$ cat src/nco_pkg.sv
// package: constants for the synthesis core and its load control
// assumes: one 200 MHz system clock, asynchronous active-low reset
package nco_pkg;
   // ==========================================
   // command register bit positions
   localparam int CMD_WIDTH = 4;
   localparam int BUS_WIDTH_POS = 0;
   localparam int SLEEP_POS = 1;
   localparam int AM_ENABLE_POS = 2;
   localparam int SYNC_BYPASS_POS = 3;
   localparam logic [3:0] CMD_RESET = 4'h0;
   // ==========================================
   // datapath widths and reset values
   localparam int ACC_WIDTH = 32;
   localparam int PHASE_WIDTH = 12;
   localparam int IQ_WIDTH = 20;
   localparam int AMP_WIDTH = 10;
   localparam int LUT_ADDR_WIDTH = 12;
   localparam int SYNC_STAGES = 4;
   localparam logic [31:0] WORD_RESET = 32'h0000_0000;
   // ==========================================
   // transfer code fields
   localparam int TC_WIDTH = 4;
   localparam int TC_DEST_POS = 3;
   localparam int TC_SERIAL_POS = 2;
   localparam logic [1:0] DEST_FREQUENCY_WORD_0 = 2'h0;
   localparam logic [1:0] DEST_FREQUENCY_WORD_1 = 2'h1;
   localparam logic [1:0] DEST_PHASE = 2'h2;
   localparam logic [1:0] DEST_IQ = 2'h3;
   typedef enum {XFER_IDLE, XFER_HOLD} xfer_state_t;
endpackage : nco_pkg

$ cat src/dds_nco_load_control.sv
// dds_nco_load_control: assembly registers, transfer logic and oscillator
// assumes: host pins are asynchronous; write and serial strobes are synchronised here
`timescale 1ns/1ps
`default_nettype none
module dds_nco_load_control (
   input wire logic sys_clk,
   input wire logic rst_n,
   input wire logic chip_sel_n,
   input wire logic write_n,
   input wire logic [15:0] data_in,
   input wire logic serial_clk,
   input wire logic serial_input_line,
   input wire logic load_strobe,
   input wire logic [3:0] transfer_code,
   input wire logic frequency_choice_input,
   input wire logic sleep_pin,
   output logic [9:0] dac_code,
   output logic dac_enable,
   output logic [3:0] command_state
);
   logic [3:0] command_control_reg;
   logic [31:0] par_asm_reg;
   logic [31:0] ser_asm_reg;
   logic [31:0] frequency_word_0_reg;
   logic [31:0] frequency_word_1_reg;
   logic [11:0] phase_offset_reg;
   logic [19:0] iq_amplitude_register_reg;
   logic [31:0] acc_reg;
   logic [9:0] dac_reg;
   logic wr_fall;
   logic sclk_rise;
   logic ld_level;
   logic sleep_level;
   logic fs_level;
   logic [3:0] tc_level;
   logic [3:0] pipe_ld_reg;
   logic [3:0] pipe_fs_reg;
   logic [3:0] pipe_tc_reg [4];
   logic ld_use;
   logic fs_use;
   logic [3:0] tc_use;
   logic [31:0] src_word;
   logic xfer_pulse;
   logic run;
   logic wr_active;
   logic [11:0] lut_addr;
   logic [9:0] sine_val;
   logic [9:0] cosine_val;
   logic [19:0] i_prod;
   logic [19:0] q_prod;
   logic [9:0] iq_sum;
   logic [31:0] phase_sum;
   nco_pkg::xfer_state_t xfer_state_reg;

   // ==========================================
   // pin synchronisers
   assign wr_active = !(chip_sel_n || write_n);

   edge_sync u_wr_sync (
      .sys_clk(sys_clk),
      .rst_n(rst_n),
      .pin_in(wr_active),
      .level_out(),
      .rise_out(wr_fall)
   );

   edge_sync u_sclk_sync (
      .sys_clk(sys_clk),
      .rst_n(rst_n),
      .pin_in(serial_clk),
      .level_out(),
      .rise_out(sclk_rise)
   );

   edge_sync u_ld_sync (
      .sys_clk(sys_clk),
      .rst_n(rst_n),
      .pin_in(load_strobe),
      .level_out(ld_level),
      .rise_out()
   );

   edge_sync u_fs_sync (
      .sys_clk(sys_clk),
      .rst_n(rst_n),
      .pin_in(frequency_choice_input),
      .level_out(fs_level),
      .rise_out()
   );

   // the sleep pin stops the core only through the guard, so no flop sees it raw
   edge_sync u_sleep_sync (
      .sys_clk(sys_clk),
      .rst_n(rst_n),
      .pin_in(sleep_pin),
      .level_out(sleep_level),
      .rise_out()
   );

   genvar gi;
   generate
      for (gi = 0; gi < nco_pkg::TC_WIDTH; gi++) begin : g_tc_sync
         edge_sync u_tc_sync (
            .sys_clk(sys_clk),
            .rst_n(rst_n),
            .pin_in(transfer_code[gi]),
            .level_out(tc_level[gi]),
            .rise_out()
         );
      end
   endgenerate

   // ==========================================
   // four-stage control pipeline, kept running even in bypass, so leaving bypass mid-load replays the load pulse
   always_ff @(posedge sys_clk or negedge rst_n) begin
      if (!rst_n) begin
         pipe_ld_reg <= 4'h0;
         pipe_fs_reg <= 4'h0;
         for (int i = 0; i < nco_pkg::SYNC_STAGES; i++) begin
            pipe_tc_reg[i] <= 4'h0;
         end
      end else begin
         pipe_ld_reg <= {pipe_ld_reg[2:0], ld_level};
         pipe_fs_reg <= {pipe_fs_reg[2:0], fs_level};
         pipe_tc_reg[0] <= tc_level;
         for (int i = 1; i < nco_pkg::SYNC_STAGES; i++) begin
            pipe_tc_reg[i] <= pipe_tc_reg[i-1];
         end
      end
   end

   // bypass still passes the pin guard, so metastability stays contained
   always_comb begin
      if (command_control_reg[nco_pkg::SYNC_BYPASS_POS]) begin
         ld_use = ld_level;
         fs_use = fs_level;
         tc_use = tc_level;
      end else begin
         ld_use = pipe_ld_reg[3];
         fs_use = pipe_fs_reg[3];
         tc_use = pipe_tc_reg[3];
      end
   end

   // ==========================================
   // parallel assembly register
   always_ff @(posedge sys_clk or negedge rst_n) begin
      if (!rst_n) begin
         par_asm_reg <= nco_pkg::WORD_RESET;
      end else if (wr_fall) begin
         if (command_control_reg[nco_pkg::BUS_WIDTH_POS]) begin
            par_asm_reg <= {par_asm_reg[15:0], data_in};
         end else begin
            par_asm_reg <= {par_asm_reg[23:0], data_in[7:0]};
         end
      end
   end

   // ==========================================
   // serial assembly register, independent of the parallel path
   always_ff @(posedge sys_clk or negedge rst_n) begin
      if (!rst_n) begin
         ser_asm_reg <= nco_pkg::WORD_RESET;
      end else if (sclk_rise) begin
         ser_asm_reg <= {ser_asm_reg[30:0], serial_input_line};
      end
   end

   // ==========================================
   // transfer strobe: one copy per high pulse, two when that copy clears the bypass bit
   always_ff @(posedge sys_clk or negedge rst_n) begin
      if (!rst_n) begin
         xfer_state_reg <= nco_pkg::XFER_IDLE;
      end else begin
         case (xfer_state_reg)
            nco_pkg::XFER_IDLE: begin
               if (ld_use) begin
                  xfer_state_reg <= nco_pkg::XFER_HOLD;
               end
            end
            nco_pkg::XFER_HOLD: begin
               if (!ld_use) begin
                  xfer_state_reg <= nco_pkg::XFER_IDLE;
               end
            end
            default: xfer_state_reg <= nco_pkg::XFER_IDLE;
         endcase
      end
   end

   assign xfer_pulse = ld_use && (xfer_state_reg == nco_pkg::XFER_IDLE);

   // ==========================================
   // command register
   always_ff @(posedge sys_clk or negedge rst_n) begin
      if (!rst_n) begin
         command_control_reg <= nco_pkg::CMD_RESET;
      end else if (xfer_pulse && !tc_use[nco_pkg::TC_DEST_POS]) begin
         command_control_reg <= par_asm_reg[3:0];
      end
   end

   // ==========================================
   // modulation registers
   function automatic logic [31:0] pick_source(input logic [3:0] code, input logic [31:0] par,
                                               input logic [31:0] ser);
      pick_source = code[nco_pkg::TC_SERIAL_POS] ? ser : par;
   endfunction : pick_source

   assign src_word = pick_source(tc_use, par_asm_reg, ser_asm_reg);

   always_ff @(posedge sys_clk or negedge rst_n) begin
      if (!rst_n) begin
         frequency_word_0_reg <= nco_pkg::WORD_RESET;
         frequency_word_1_reg <= nco_pkg::WORD_RESET;
         phase_offset_reg <= 12'h000;
         iq_amplitude_register_reg <= 20'h00000;
      end else if (xfer_pulse && tc_use[nco_pkg::TC_DEST_POS]) begin
         case (tc_use[1:0])
            nco_pkg::DEST_FREQUENCY_WORD_0: frequency_word_0_reg <= src_word;
            nco_pkg::DEST_FREQUENCY_WORD_1: frequency_word_1_reg <= src_word;
            nco_pkg::DEST_PHASE: phase_offset_reg <= src_word[11:0];
            nco_pkg::DEST_IQ: iq_amplitude_register_reg <= src_word[19:0];
            default: phase_offset_reg <= phase_offset_reg;
         endcase
      end
   end

   // ==========================================
   // numeric oscillator
   assign run = !(command_control_reg[nco_pkg::SLEEP_POS] || sleep_level);

   always_ff @(posedge sys_clk or negedge rst_n) begin
      if (!rst_n) begin
         acc_reg <= nco_pkg::WORD_RESET;
      end else if (run) begin
         // no reset on a word switch keeps the phase continuous
         acc_reg <= acc_reg + (fs_use ? frequency_word_1_reg : frequency_word_0_reg);
      end
   end

   assign phase_sum = acc_reg + {phase_offset_reg, 20'h00000};
   assign lut_addr = phase_sum[31:20];

   // ==========================================
   // sine/cosine table, computed from a quarter-wave parabola approximation
   // trades table accuracy for area; shape is symmetric and signed
   function automatic logic [9:0] wave(input logic [11:0] addr);
      logic [9:0] x;
      logic [19:0] sq;
      logic [9:0] mag;
      x = addr[10] ? ~addr[9:0] : addr[9:0];
      sq = x * x;
      mag = 10'h1ff - {1'b0, sq[19:11]};
      mag = 10'h1ff - mag;
      wave = addr[11] ? (~{1'b0, mag[8:0]} + 10'h001) : {1'b0, mag[8:0]};
   endfunction : wave

   assign sine_val = wave(lut_addr);
   assign cosine_val = wave(lut_addr + 12'h400);

   // signed fractions; product keeps the top bits, sum simply wraps
   assign i_prod = $signed({{10{cosine_val[9]}}, cosine_val})
                 * $signed({{10{iq_amplitude_register_reg[9]}}, iq_amplitude_register_reg[9:0]});
   assign q_prod = $signed({{10{sine_val[9]}}, sine_val})
                 * $signed({{10{iq_amplitude_register_reg[19]}}, iq_amplitude_register_reg[19:10]});
   assign iq_sum = i_prod[18:9] + q_prod[18:9];

   always_ff @(posedge sys_clk or negedge rst_n) begin
      if (!rst_n) begin
         dac_reg <= 10'h000;
      end else if (run) begin
         if (command_control_reg[nco_pkg::AM_ENABLE_POS]) begin
            dac_reg <= iq_sum;
         end else begin
            dac_reg <= sine_val;
         end
      end
   end

   assign dac_code = dac_reg;
   // the current gate follows the raw pin at once; the core halts a few clocks later
   assign dac_enable = !(command_control_reg[nco_pkg::SLEEP_POS] || sleep_pin);
   assign command_state = command_control_reg;
endmodule : dds_nco_load_control
`default_nettype wire

$ cat src/edge_sync.sv
// edge_sync: three-flop synchroniser with agreement check for one pin
// assumes: the pin is asynchronous to sys_clk
`timescale 1ns/1ps
`default_nettype none
module edge_sync (
   input wire logic sys_clk,
   input wire logic rst_n,
   input wire logic pin_in,
   output logic level_out,
   output logic rise_out
);
   logic s1_reg;
   logic s2_reg;
   logic s3_reg;
   logic level_reg;

   // ==========================================
   // capture chain; only s2 reads s1
   always_ff @(posedge sys_clk or negedge rst_n) begin
      if (!rst_n) begin
         s1_reg <= 1'b0;
         s2_reg <= 1'b0;
         s3_reg <= 1'b0;
      end else begin
         s1_reg <= pin_in;
         s2_reg <= s1_reg;
         s3_reg <= s2_reg;
      end
   end

   // a change counts once second and third stages agree
   always_ff @(posedge sys_clk or negedge rst_n) begin
      if (!rst_n) begin
         level_reg <= 1'b0;
      end else if (s2_reg == s3_reg) begin
         level_reg <= s3_reg;
      end
   end

   assign level_out = level_reg;
   assign rise_out = (s2_reg == s3_reg) && s3_reg && !level_reg;
endmodule : edge_sync
`default_nettype wire

$ cat config.mk
export PLATFORM = sky130hd
export DESIGN_NAME = dds_nco_load_control
export DESIGN_NICKNAME = d
export VERILOG_FILES = /design/src/nco_pkg.sv /design/src/dds_nco_load_control.sv /design/src/edge_sync.sv
export SDC_FILE = /design/constraint.sdc
export NUM_CORES = 1
export LEC_CHECK = 0
export ABC_AREA = 1
export BUFFER_PORTS_ARGS = -buffer_cell sky130_fd_sc_hd__buf_2
export CAP_MARGIN = 20
export CORE_MARGIN = 5
export CORE_UTILIZATION = 25
export CTS_BUF_LIST = sky130_fd_sc_hd__clkbuf_8
export CTS_CLUSTER_SIZE = 10
export DETAILED_ROUTE_END_ITERATION = 12
export GPL_TIMING_DRIVEN = 0
export SYNTH_ARGS = -nofsm -noshare
export SYNTH_HDL_FRONTEND = slang
export SYNTH_SLANG_ARGS = --single-unit
$ cat constraint.sdc
create_clock -name sys_clk -period 17.65 [get_ports sys_clk]
set_input_delay 2.6475 -clock sys_clk [delete_from_list [all_inputs] [get_ports sys_clk]]
set_output_delay 2.6475 -clock sys_clk [all_outputs]
set_load 0.02 [all_outputs]
==> results of run 1 <==
## area by class of cell
cell class | instances | area (sq um) | area share (%)
clock inverters | 25 | 196.4 | 0.6861
inverters | 567 | 2131 | 7.443
multi-input cells | 2093 | 16520 | 57.70
plain buffers | 77 | 294.0 | 1.027
repair buffers | 50 | 310.3 | 1.084
well taps | 1368 | 1712 | 5.978
clock buffers | 57 | 784.5 | 2.740
flip-flops and latches | 267 | 6681 | 23.34
## cells by family after synthesis
logic type               share of synthesized area [%]
AO/OA/AOI/OAI                                    9.218
buffers and inverters                            9.462
multiplexers                                     3.296
adder cells (fa/ha/maj)                          32.50
flip-flops                                       26.07
AND/OR/NAND/NOR                                  15.67
XOR/XNOR                                         3.784
## routing by layer
metal  wire length [um]  vias to the layer above
met5                  0                        -
met4               1272                        0
met3               3960                       89
met2              29020                      456
met1              28440                     9522
li1                   -                     9596
## metrics by stage
stage / hold slack (ns) / setup slack (ns) / util [%]
5_1_grt: 0.3538 / 1.713 / 28.14
6_report: 0.3414 / 2.739 / 28.14
3_3_place_gp: 0.3324 / 2.801 / 27.08
4_1_cts: 0.3422 / 2.767 / 28.13
3_5_place_dp: 0.3347 / 2.790 / 27.17
2_1_floorplan: 0.3312 / 5.100 / -
## worst max-delay path, delay by kind of cell (launching register included)
family	cells	cell delay (ns)
simple gates	21	2.58
fa+ha+maj	16	6.91
flops	1	0.39
compound gates	12	2.35
buf+inv	11	1.32
xor+xnor	4	1.24
## worst paths after layout
kind	startpoint	endpoint	slack [ns]	cells after the start
max reg2reg	acc_reg[20]	dac_code[9]	2.74	64
min reg2reg	g_tc_sync[1].u_tc_sync.s1_reg	g_tc_sync[1].u_tc_sync.s2_reg	0.34	0
min	g_tc_sync[1].u_tc_sync.s1_reg	g_tc_sync[1].u_tc_sync.s2_reg	0.34	0
max in group asynchronous	rst_n	acc_reg[1]	14.30	3
min in group asynchronous	rst_n	u_wr_sync.s3_reg	1.95	1
max	acc_reg[20]	dac_code[9]	2.74	64
## cell usage in the layout (no fill, tap or decap), types with 38 or more instances in the layout
master | synthesis | final
mux2_2 | 75 | 75
nor2_1 | 232 | 232
clkbuf_1 | 67 | 67
o21ai_0 | 235 | 235
nand2_1 | 587 | 587
buf_2 | 4 | 49
ha_1 | 244 | 244
xnor2_1 | 38 | 38
clkbuf_8 | 0 | 57
a21oi_1 | 116 | 116
nand3_1 | 55 | 55
xor2_1 | 64 | 64
dfrtp_1 | 267 | 267
inv_1 | 548 | 561
fa_1 | 260 | 260
==> results.sh, run 1 <==
export IMPL_status="complete, no violations"
export IMPL_drt_total_wl_mm=62.70
export IMPL_io_pins=44
export IMPL_max_slew_worst_pin_slew_ns=1.227
export IMPL_cts_hold_buffers=0
export IMPL_gp_congestion=0.8445
export IMPL_synth_enable_flop_cells=0
export IMPL_post_route_min_period_ns=14.91
export IMPL_numClockSinks=267
export IMPL_core_sq_um=101700
export IMPL_syn_inst=3004
export IMPL_finalCritPeriodShare_pct=84.48
export IMPL_cts_max_level=2
export IMPL_cts_setup_buffers=0
export IMPL_yosysMostFrequentCell="nand2_1"
export IMPL_drtIter0Drc=1074
export IMPL_arrival_ns=15.43
export IMPL_end_kind="flip-flop"
export IMPL_antenna_cells=0
export IMPL_yosysTopAreaCell="dfrtp_1"
export IMPL_cts_root_buf="clkbuf_8"
export IMPL_die_x_um=330.2
export IMPL_dp_hpwl_mm=50.69
export IMPL_hold_path_class="flip-flop to flip-flop"
export IMPL_fmax_ghz=0.06706
export IMPL_grt_usage_pct=11.84
export IMPL_slowest_stage="xor2_1"
export IMPL_clk_latency_ns=0.63
export IMPL_routedWlPerCell_um=13.92
export IMPL_gr_total_overflow=0
export IMPL_routed_via_density=4.366
export IMPL_rows=117
export IMPL_dp_cells=4421
export IMPL_seq_area_frac_synth_pct=26.07
export IMPL_nets=3635
export IMPL_tns_ns=0
export IMPL_netlist_top_cells_area="dfrtp_1 (26%), fa_1 (20%), ha_1 (12%)"
export IMPL_cts_buffer_depth=3
export IMPL_path_clk_slew_ns=0.06
export IMPL_worstSetupPathType="flip-flop to flip-flop"
export IMPL_ys_flop_type="dfrtp_1"
export IMPL_path_max_fanout=10
export IMPL_finalSetupViolCount=0
export IMPL_use_met3_pct=2.196
export IMPL_via_count=19660
export IMPL_die_height_um=330.2
export IMPL_hold_violations=0
export IMPL_portBuffers=43
export IMPL_finalNonFillerCells=4504
export IMPL_drive_gt1_share_pct=8.769
export IMPL_dr_pass1_iters=5
export IMPL_antenna_found_initial=1
export IMPL_cts_buffers=46
export IMPL_busiest_layer="met2"
export IMPL_syn_nets=3537
export IMPL_gr_usage_met2_pct=19.61
export IMPL_fillerInstances=10950
export IMPL_maxSlewViolCount=0
export IMPL_die_area_sq_um=109000
export IMPL_syn_area_per_cell_sq_um=8.531
export IMPL_crit_required_ns=18.17
export IMPL_drv_cap=0
export IMPL_cts_resized=0
export IMPL_grt_pass1_wl_mm=105.5
export IMPL_synth_warnings=0
export IMPL_synth_top_area_share_pct=26.07
export IMPL_dpl_cell_area_sq_um=27640
export IMPL_met1_usage_pct=16.24
export IMPL_ant_nets=0
export IMPL_critical_path_max_stage_delay_ns=0.64
export IMPL_relSlewSlack_pct=17.33
export IMPL_fin_area_sq_um=28630
export IMPL_drcViolationCount=0
export IMPL_grt_pass1_vias=20370
export IMPL_rsz0062_at_grt="no"
export IMPL_synthArstFlopShare_pct=100.0
export IMPL_synthesis_area_sq_um=25630
export IMPL_critPathLaunchType="flip-flop"
export IMPL_synth_common_cells="nand2_1 (587), inv_1 (548), dfrtp_1 (267), fa_1 (260), ha_1 (244)"
export IMPL_finClkSkew_ns=0.03321
export IMPL_cp_common_cell="fa_1"
export IMPL_grt_max_degree=106
export IMPL_synth_cell_types=47
export IMPL_start_util_pct=25.19
export IMPL_tritoncts="done"
export IMPL_synth_seq_cells=267
export IMPL_area_growth_pct=11.72
Power of run 1 is left out: the tool's default activity adds up to more than one toggle a clock period on the data nets, which glitch-free logic cannot reach.
==> inputs of run 2 (changes only) <==
==> constraint.sdc (replaced) <==
create_clock -name sys_clk -period 12.7 [get_ports sys_clk]
set_input_delay 1.905 -clock sys_clk [delete_from_list [all_inputs] [get_ports sys_clk]]
set_output_delay 1.905 -clock sys_clk [all_outputs]
set_load 0.02 [all_outputs]
==> run 2 against run 1 <==
The run now ends with setup timing left. Via count rose by 2.6%. Clock-buffer cell count did not move. First-iteration DRC count rose by 7.0%. Sequential share of layout area fell by 1.5 points. Setup slack got worse by 2.8 ns. Design area rose by 7.1%. Die area did not move. Wire length rose by 3.6%. Clock skew fell by 0.0039 ns. Critical path type unchanged. Largest cell class unchanged. Highest routed layer unchanged.
==> results.sh, run 2 (same netlist as run 1, synthesis figures left out) <==
export IMPL_relSlewSlack_pct=19.72
export IMPL_path_clk_slew_ns=0.06
export IMPL_end_kind="flip-flop"
export IMPL_ant_nets=0
export IMPL_antenna_cells=0
export IMPL_drive_gt1_share_pct=17.03
export IMPL_nets=3711
export IMPL_setup_ws_ns=-0.1040
export IMPL_grt_max_degree=106
export IMPL_dr_pass1_iters=6
export IMPL_tritoncts="done"
export IMPL_area_growth_pct=19.62
export IMPL_finClkSkew_ns=0.02928
export IMPL_die_area_sq_um=109000
export IMPL_die_x_um=330.2
export IMPL_cts_max_level=2
export IMPL_antenna_found_initial=2
export IMPL_dp_cells=4421
export IMPL_maxSlewViolCount=0
export IMPL_crit_required_ns=13.22
export IMPL_gr_total_overflow=0
export IMPL_start_util_pct=25.19
export IMPL_cp_common_cell="fa_1"
export IMPL_grt_usage_pct=12.10
export IMPL_fmax_ghz=0.07810
export IMPL_portBuffers=43
export IMPL_grt_pass1_vias=20700
export IMPL_regToRegStartpoint="phase_offset_reg[0]"
export IMPL_clk_latency_ns=0.63
export IMPL_gp_congestion=0.8445
export IMPL_worstSetupEndpoint="dac_code[9]"
export IMPL_dp_hpwl_mm=50.69
export IMPL_rows=117
export IMPL_drcViolationCount=0
export IMPL_drt_total_wl_mm=64.96
export IMPL_rrSetupSlack_ns=-0.10
export IMPL_cts_root_buf="clkbuf_8"
export IMPL_drtIter0Drc=1149
export IMPL_final_cell_mix="nand2_1 (557), inv_1 (547), dfrtp_1 (263)"
export IMPL_numClockSinks=267
export IMPL_finalNonFillerCells=4580
export IMPL_final_common_cell="nand2_1"
export IMPL_arrival_ns=13.32
export IMPL_critPathLaunchType="flip-flop"
export IMPL_hold_violations=0
export IMPL_crit_path_start="phase_offset_reg[0]"
export IMPL_finalSetupViolCount=1
export IMPL_via_count=20180
export IMPL_core_sq_um=101700
export IMPL_hold_path_class="flip-flop to flip-flop"
export IMPL_routedWlPerCell_um=14.18
export IMPL_cts_hold_buffers=0
export IMPL_routed_via_density=4.405
export IMPL_grt_pass1_wl_mm=107.8
export IMPL_ff2ff_path_depth=66
export IMPL_drv_cap=0
export IMPL_status="finished, violations left"
export IMPL_post_route_min_period_ns=12.80
export IMPL_rsz0062_at_grt="yes"
export IMPL_max_slew_worst_pin_slew_ns=1.192
export IMPL_io_pins=44
export IMPL_finalCritPeriodShare_pct=100.8
export IMPL_worstSetupPathType="flip-flop to flip-flop"
export IMPL_hold_path_depth=0
export IMPL_violations="setup timing"
export IMPL_die_height_um=330.2
export IMPL_cts_buffer_depth=3
export IMPL_cts_buffers=46
export IMPL_slowest_stage="fa_1"
export IMPL_r2r_end="dac_code[9]"
export IMPL_critical_path_max_stage_delay_ns=0.55
export IMPL_path_max_fanout=6
[run 2: changes by cell type in the layout (fill, tap and decap cells not counted), sizes merged]
cell    delta
buf       +82
clkbuf     -6
[run 2: area by class of cell]
| class | instances | area, sq um |
|---|---|---|
| fill | 10710 | 71090 |
| buffer | 75 | 411.6 |
| timing repair buffer | 128 | 939.7 |
| tap | 1368 | 1712 |
| sequential | 267 | 6686 |
| multi-input combinational | 2093 | 17780 |
| clock buffer | 57 | 784.5 |
| inverter | 567 | 2148 |
| clock inverter | 25 | 196.4 |
[run 2: worst max-delay path: cells and delay by family (launching register included)]
kind | cells | cell delay, ns
AOI/OAI and AO/OA | 9 | 1.25
xor gates and xnor gates | 3 | 0.62
adders and majority gates | 16 | 6.73
buffers and inverters | 13 | 1.19
DFF | 1 | 0.39
and+or+nand+nor | 25 | 2.45
[run 2: repair_timing]
action                     in CTS  in global routing
setup endpoints to repair      10                  8
resized for setup             186                137
setup buffers                  46                 32
hold endpoints to repair        0                  0
pin swaps                      44                 79
gates cloned                    0                  0
[run 2: per-layer routing]
metal	track usage, %	share of wire, %
met2	20.08	47
met1	16.65	45
met5	0	0
met3	2.130	6.2
met4	2.559	1.8
[run 2: how the worst min path moves through the flow]
| stage | startpoint | end | slack (ns) |
|---|---|---|---|
| 2_1_floorplan | g_tc_sync[0].u_tc_sync.s1_reg | g_tc_sync[0].u_tc_sync.s2_reg | 0.33 |
| 3_3_place_gp | pipe_tc_reg[12] | pipe_tc_reg[8] | 0.33 |
| 3_5_place_dp | pipe_ld_reg[1] | pipe_ld_reg[2] | 0.33 |
| 4_1_cts | g_tc_sync[1].u_tc_sync.s1_reg | g_tc_sync[1].u_tc_sync.s2_reg | 0.34 |
| 5_1_grt | pipe_fs_reg[2] | pipe_fs_reg[3] | 0.35 |
| 6_report | g_tc_sync[1].u_tc_sync.s1_reg | g_tc_sync[1].u_tc_sync.s2_reg | 0.34 |
[run 2: metrics by stage]
stage               hold slack, ns  cell area (sq um)  util, %  TNS [ns]  worst slack (ns)
finish                      0.3414              30660    30.13   -0.1040           -0.1040
global route                0.3538              30660    30.13    -1.560           -0.7563
CTS                         0.3422              29850    29.34   -0.3136           -0.3136
detailed placement          0.3347              27640    27.17    -12.41            -2.160
global placement            0.3324              27550    27.08    -12.29            -2.149
floorplan                   0.3312              25630        -         0            0.1496
Power of run 2 is left out for the same reason.
==> inputs of run 3 (changes only) <==
--- a/config.mk
+++ b/config.mk
@@ -6,7 +6,7 @@
 export NUM_CORES = 1
 export LEC_CHECK = 0
 export ABC_AREA = 1
-export BUFFER_PORTS_ARGS = -buffer_cell sky130_fd_sc_hd__buf_2
+export BUFFER_PORTS_ARGS = -buffer_cell sky130_fd_sc_hd__buf_4
 export CAP_MARGIN = 20
 export CORE_MARGIN = 5
 export CORE_UTILIZATION = 25
@@ -14,6 +14,7 @@
 export CTS_CLUSTER_SIZE = 10
 export DETAILED_ROUTE_END_ITERATION = 12
 export GPL_TIMING_DRIVEN = 0
+export RECOVER_POWER = 100
 export SYNTH_ARGS = -nofsm -noshare
 export SYNTH_HDL_FRONTEND = slang
 export SYNTH_SLANG_ARGS = --single-unit
==> run 3 against run 2 <==
Largest cell class unchanged. Critical path type unchanged. Design area is 0.73% higher. Highest routed layer unchanged. The flow finishes with violations (capacitance limit, slew limit, setup timing). Utilization up 0.22 points. Hold slack about the same. Register-to-register slack got worse by 0.12 ns. Non-clock buffer count grew 3. Setup slack lost 0.12 ns.
==> results.sh, run 3 (same netlist as run 1, synthesis figures left out) <==
export IMPL_ant_nets=0
export IMPL_io_pins=44
export IMPL_final_cell_mix="nand2_1 (552), inv_1 (546), dfrtp_1 (261)"
export IMPL_antenna_found_initial=0
export IMPL_critical_path_max_stage_delay_ns=0.56
export IMPL_crit_required_ns=13.20
export IMPL_met1_usage_pct=16.33
export IMPL_dpl_cell_area_sq_um=27760
export IMPL_die_x_um=330.2
export IMPL_grt_max_degree=105
export IMPL_start_util_pct=25.19
export IMPL_slowest_stage="fa_2"
export IMPL_area_growth_pct=20.50
export IMPL_drtIter0Drc=1126
export IMPL_dr_pass1_iters=5
export IMPL_drt_total_wl_mm=65.71
export IMPL_numClockSinks=267
export IMPL_cp_num_cells=68
export IMPL_hold_violations=0
export IMPL_finalCritPeriodShare_pct=101.7
export IMPL_grt_usage_pct=12.03
export IMPL_worstSetupPathType="flip-flop to flip-flop"
export IMPL_tns_ns=-0.3237
export IMPL_gr_usage_met2_pct=20.10
export IMPL_cts_root_buf="clkbuf_8"
export IMPL_cp_common_cell="inv_1"
export IMPL_tritoncts="done"
export IMPL_die_area_sq_um=109000
export IMPL_rsz0062_at_grt="yes"
export IMPL_r2r_end="dac_code[9]"
export IMPL_max_slew_worst_pin_slew_ns=4.636
export IMPL_gr_total_overflow=0
export IMPL_regToRegStartpoint="phase_offset_reg[0]"
export IMPL_finalSetupViolCount=2
export IMPL_violations="capacitance limit, slew limit, setup timing"
export IMPL_use_met3_pct=2.196
export IMPL_core_sq_um=101700
export IMPL_multi_input_area_sq_um=17850
export IMPL_crit_family="adder cells"
export IMPL_busiest_layer="met2"
export IMPL_cts_buffers=47
export IMPL_finClkSkew_ns=0.02332
export IMPL_via_count=20110
export IMPL_critPathLaunchType="flip-flop"
export IMPL_arrival_ns=13.42
export IMPL_seqCellArea_sq_um=6689
export IMPL_relSlewSlack_pct=-209.1
export IMPL_status="finished, violations left"
export IMPL_antenna_cells=0
export IMPL_post_route_min_period_ns=12.92
export IMPL_routedWlPerCell_um=14.32
export IMPL_path_clk_slew_ns=0.06
export IMPL_end_kind="flip-flop"
export IMPL_maxSlewViolCount=272
export IMPL_pre_cts_slack_ns=-2.171
export IMPL_nets=3715
export IMPL_routed_via_density=4.384
export IMPL_fin_area_sq_um=30880
export IMPL_portBuffers=43
export IMPL_fmax_ghz=0.07740
export IMPL_crit_path_start="phase_offset_reg[0]"
export IMPL_grt_pass1_wl_mm=107.3
export IMPL_fillerInstances=10620
export IMPL_worstSetupEndpoint="dac_code[9]"
export IMPL_hold_path_class="flip-flop to flip-flop"
export IMPL_cts_buffer_depth=3
export IMPL_drive_gt1_share_pct=16.96
export IMPL_setup_ws_ns=-0.2193
export IMPL_dp_hpwl_mm=51.00
export IMPL_final_common_cell="nand2_1"
export IMPL_grt_pass1_vias=20770
export IMPL_die_height_um=330.2
export IMPL_cts_max_level=2
export IMPL_drcViolationCount=0
export IMPL_drv_cap=3
export IMPL_rrSetupSlack_ns=-0.22
export IMPL_cts_hold_buffers=0
export IMPL_clk_latency_ns=0.62
export IMPL_path_buf_inv=14
export IMPL_ff2ff_path_depth=68
export IMPL_gp_congestion=0.8344
export IMPL_path_max_fanout=6
export IMPL_rows=117
[run 3: cell types whose count changed in the layout (fill, tap and decap cells not counted), sizes merged]
cell / change
clkbuf: +25
buf: -22
bufinv: +3
clkinvlp: +2
[run 3: final cells by class]
class / count / share of cell area (%)
repair buffers: 131 / 3.108
inverters: 567 / 6.989
multi-input cells: 2093 / 57.81
flip-flops and latches: 267 / 21.66
clock buffers: 57 / 2.540
plain buffers: 75 / 1.394
well taps: 1368 / 5.543
clock inverters: 30 / 0.9562
[run 3: metrics by stage]
step	utilization, %	instances	hold WS (ns)
floorplan	-	3004	0.3312
global placement	27.19	4415	0.3320
detailed placement	27.28	4422	0.3347
CTS	29.67	4561	0.3432
global route	30.35	4588	0.3560
finish	30.35	4588	0.3417
[run 3: per-layer routing]
layer	routed length [um]	vias to the layer above
met5	0	-
met3	3701	90
met4	1373	0
met1	29850	9868
met2	30780	410
li1	-	9744
[run 3: worst register-to-register path: cells and delay by family, from the launching register on]
kind	cells	cell delay, ns
buffers and inverters	14	1.13
XOR/XNOR	6	1.28
adder cells (fa/ha/maj)	15	6.27
AND/OR/NAND/NOR	25	2.66
flip-flops	1	0.37
AO/OA/AOI/OAI	8	1.13
[run 3: worst min path at each step]
stage / startpoint / to / slack [ns] / cells past startpoint
floorplan: g_tc_sync[0].u_tc_sync.s1_reg / g_tc_sync[0].u_tc_sync.s2_reg / 0.33 / 0
CTS: g_tc_sync[1].u_tc_sync.s1_reg / g_tc_sync[1].u_tc_sync.s2_reg / 0.34 / 0
global placement: pipe_tc_reg[11] / pipe_tc_reg[7] / 0.33 / 0
finish: g_tc_sync[1].u_tc_sync.s1_reg / g_tc_sync[1].u_tc_sync.s2_reg / 0.34 / 0
global route: pipe_ld_reg[0] / pipe_ld_reg[1] / 0.36 / 0
detailed placement: pipe_ld_reg[0] / pipe_ld_reg[1] / 0.33 / 0
[run 3: what timing repair did]
item	4_1_cts	5_1_grt
gates cloned	0	0
setup endpoints to repair	10	8
resized for setup	207	135
setup buffers	54	26
pin swaps	53	81
Power of run 3 is left out for the same reason.
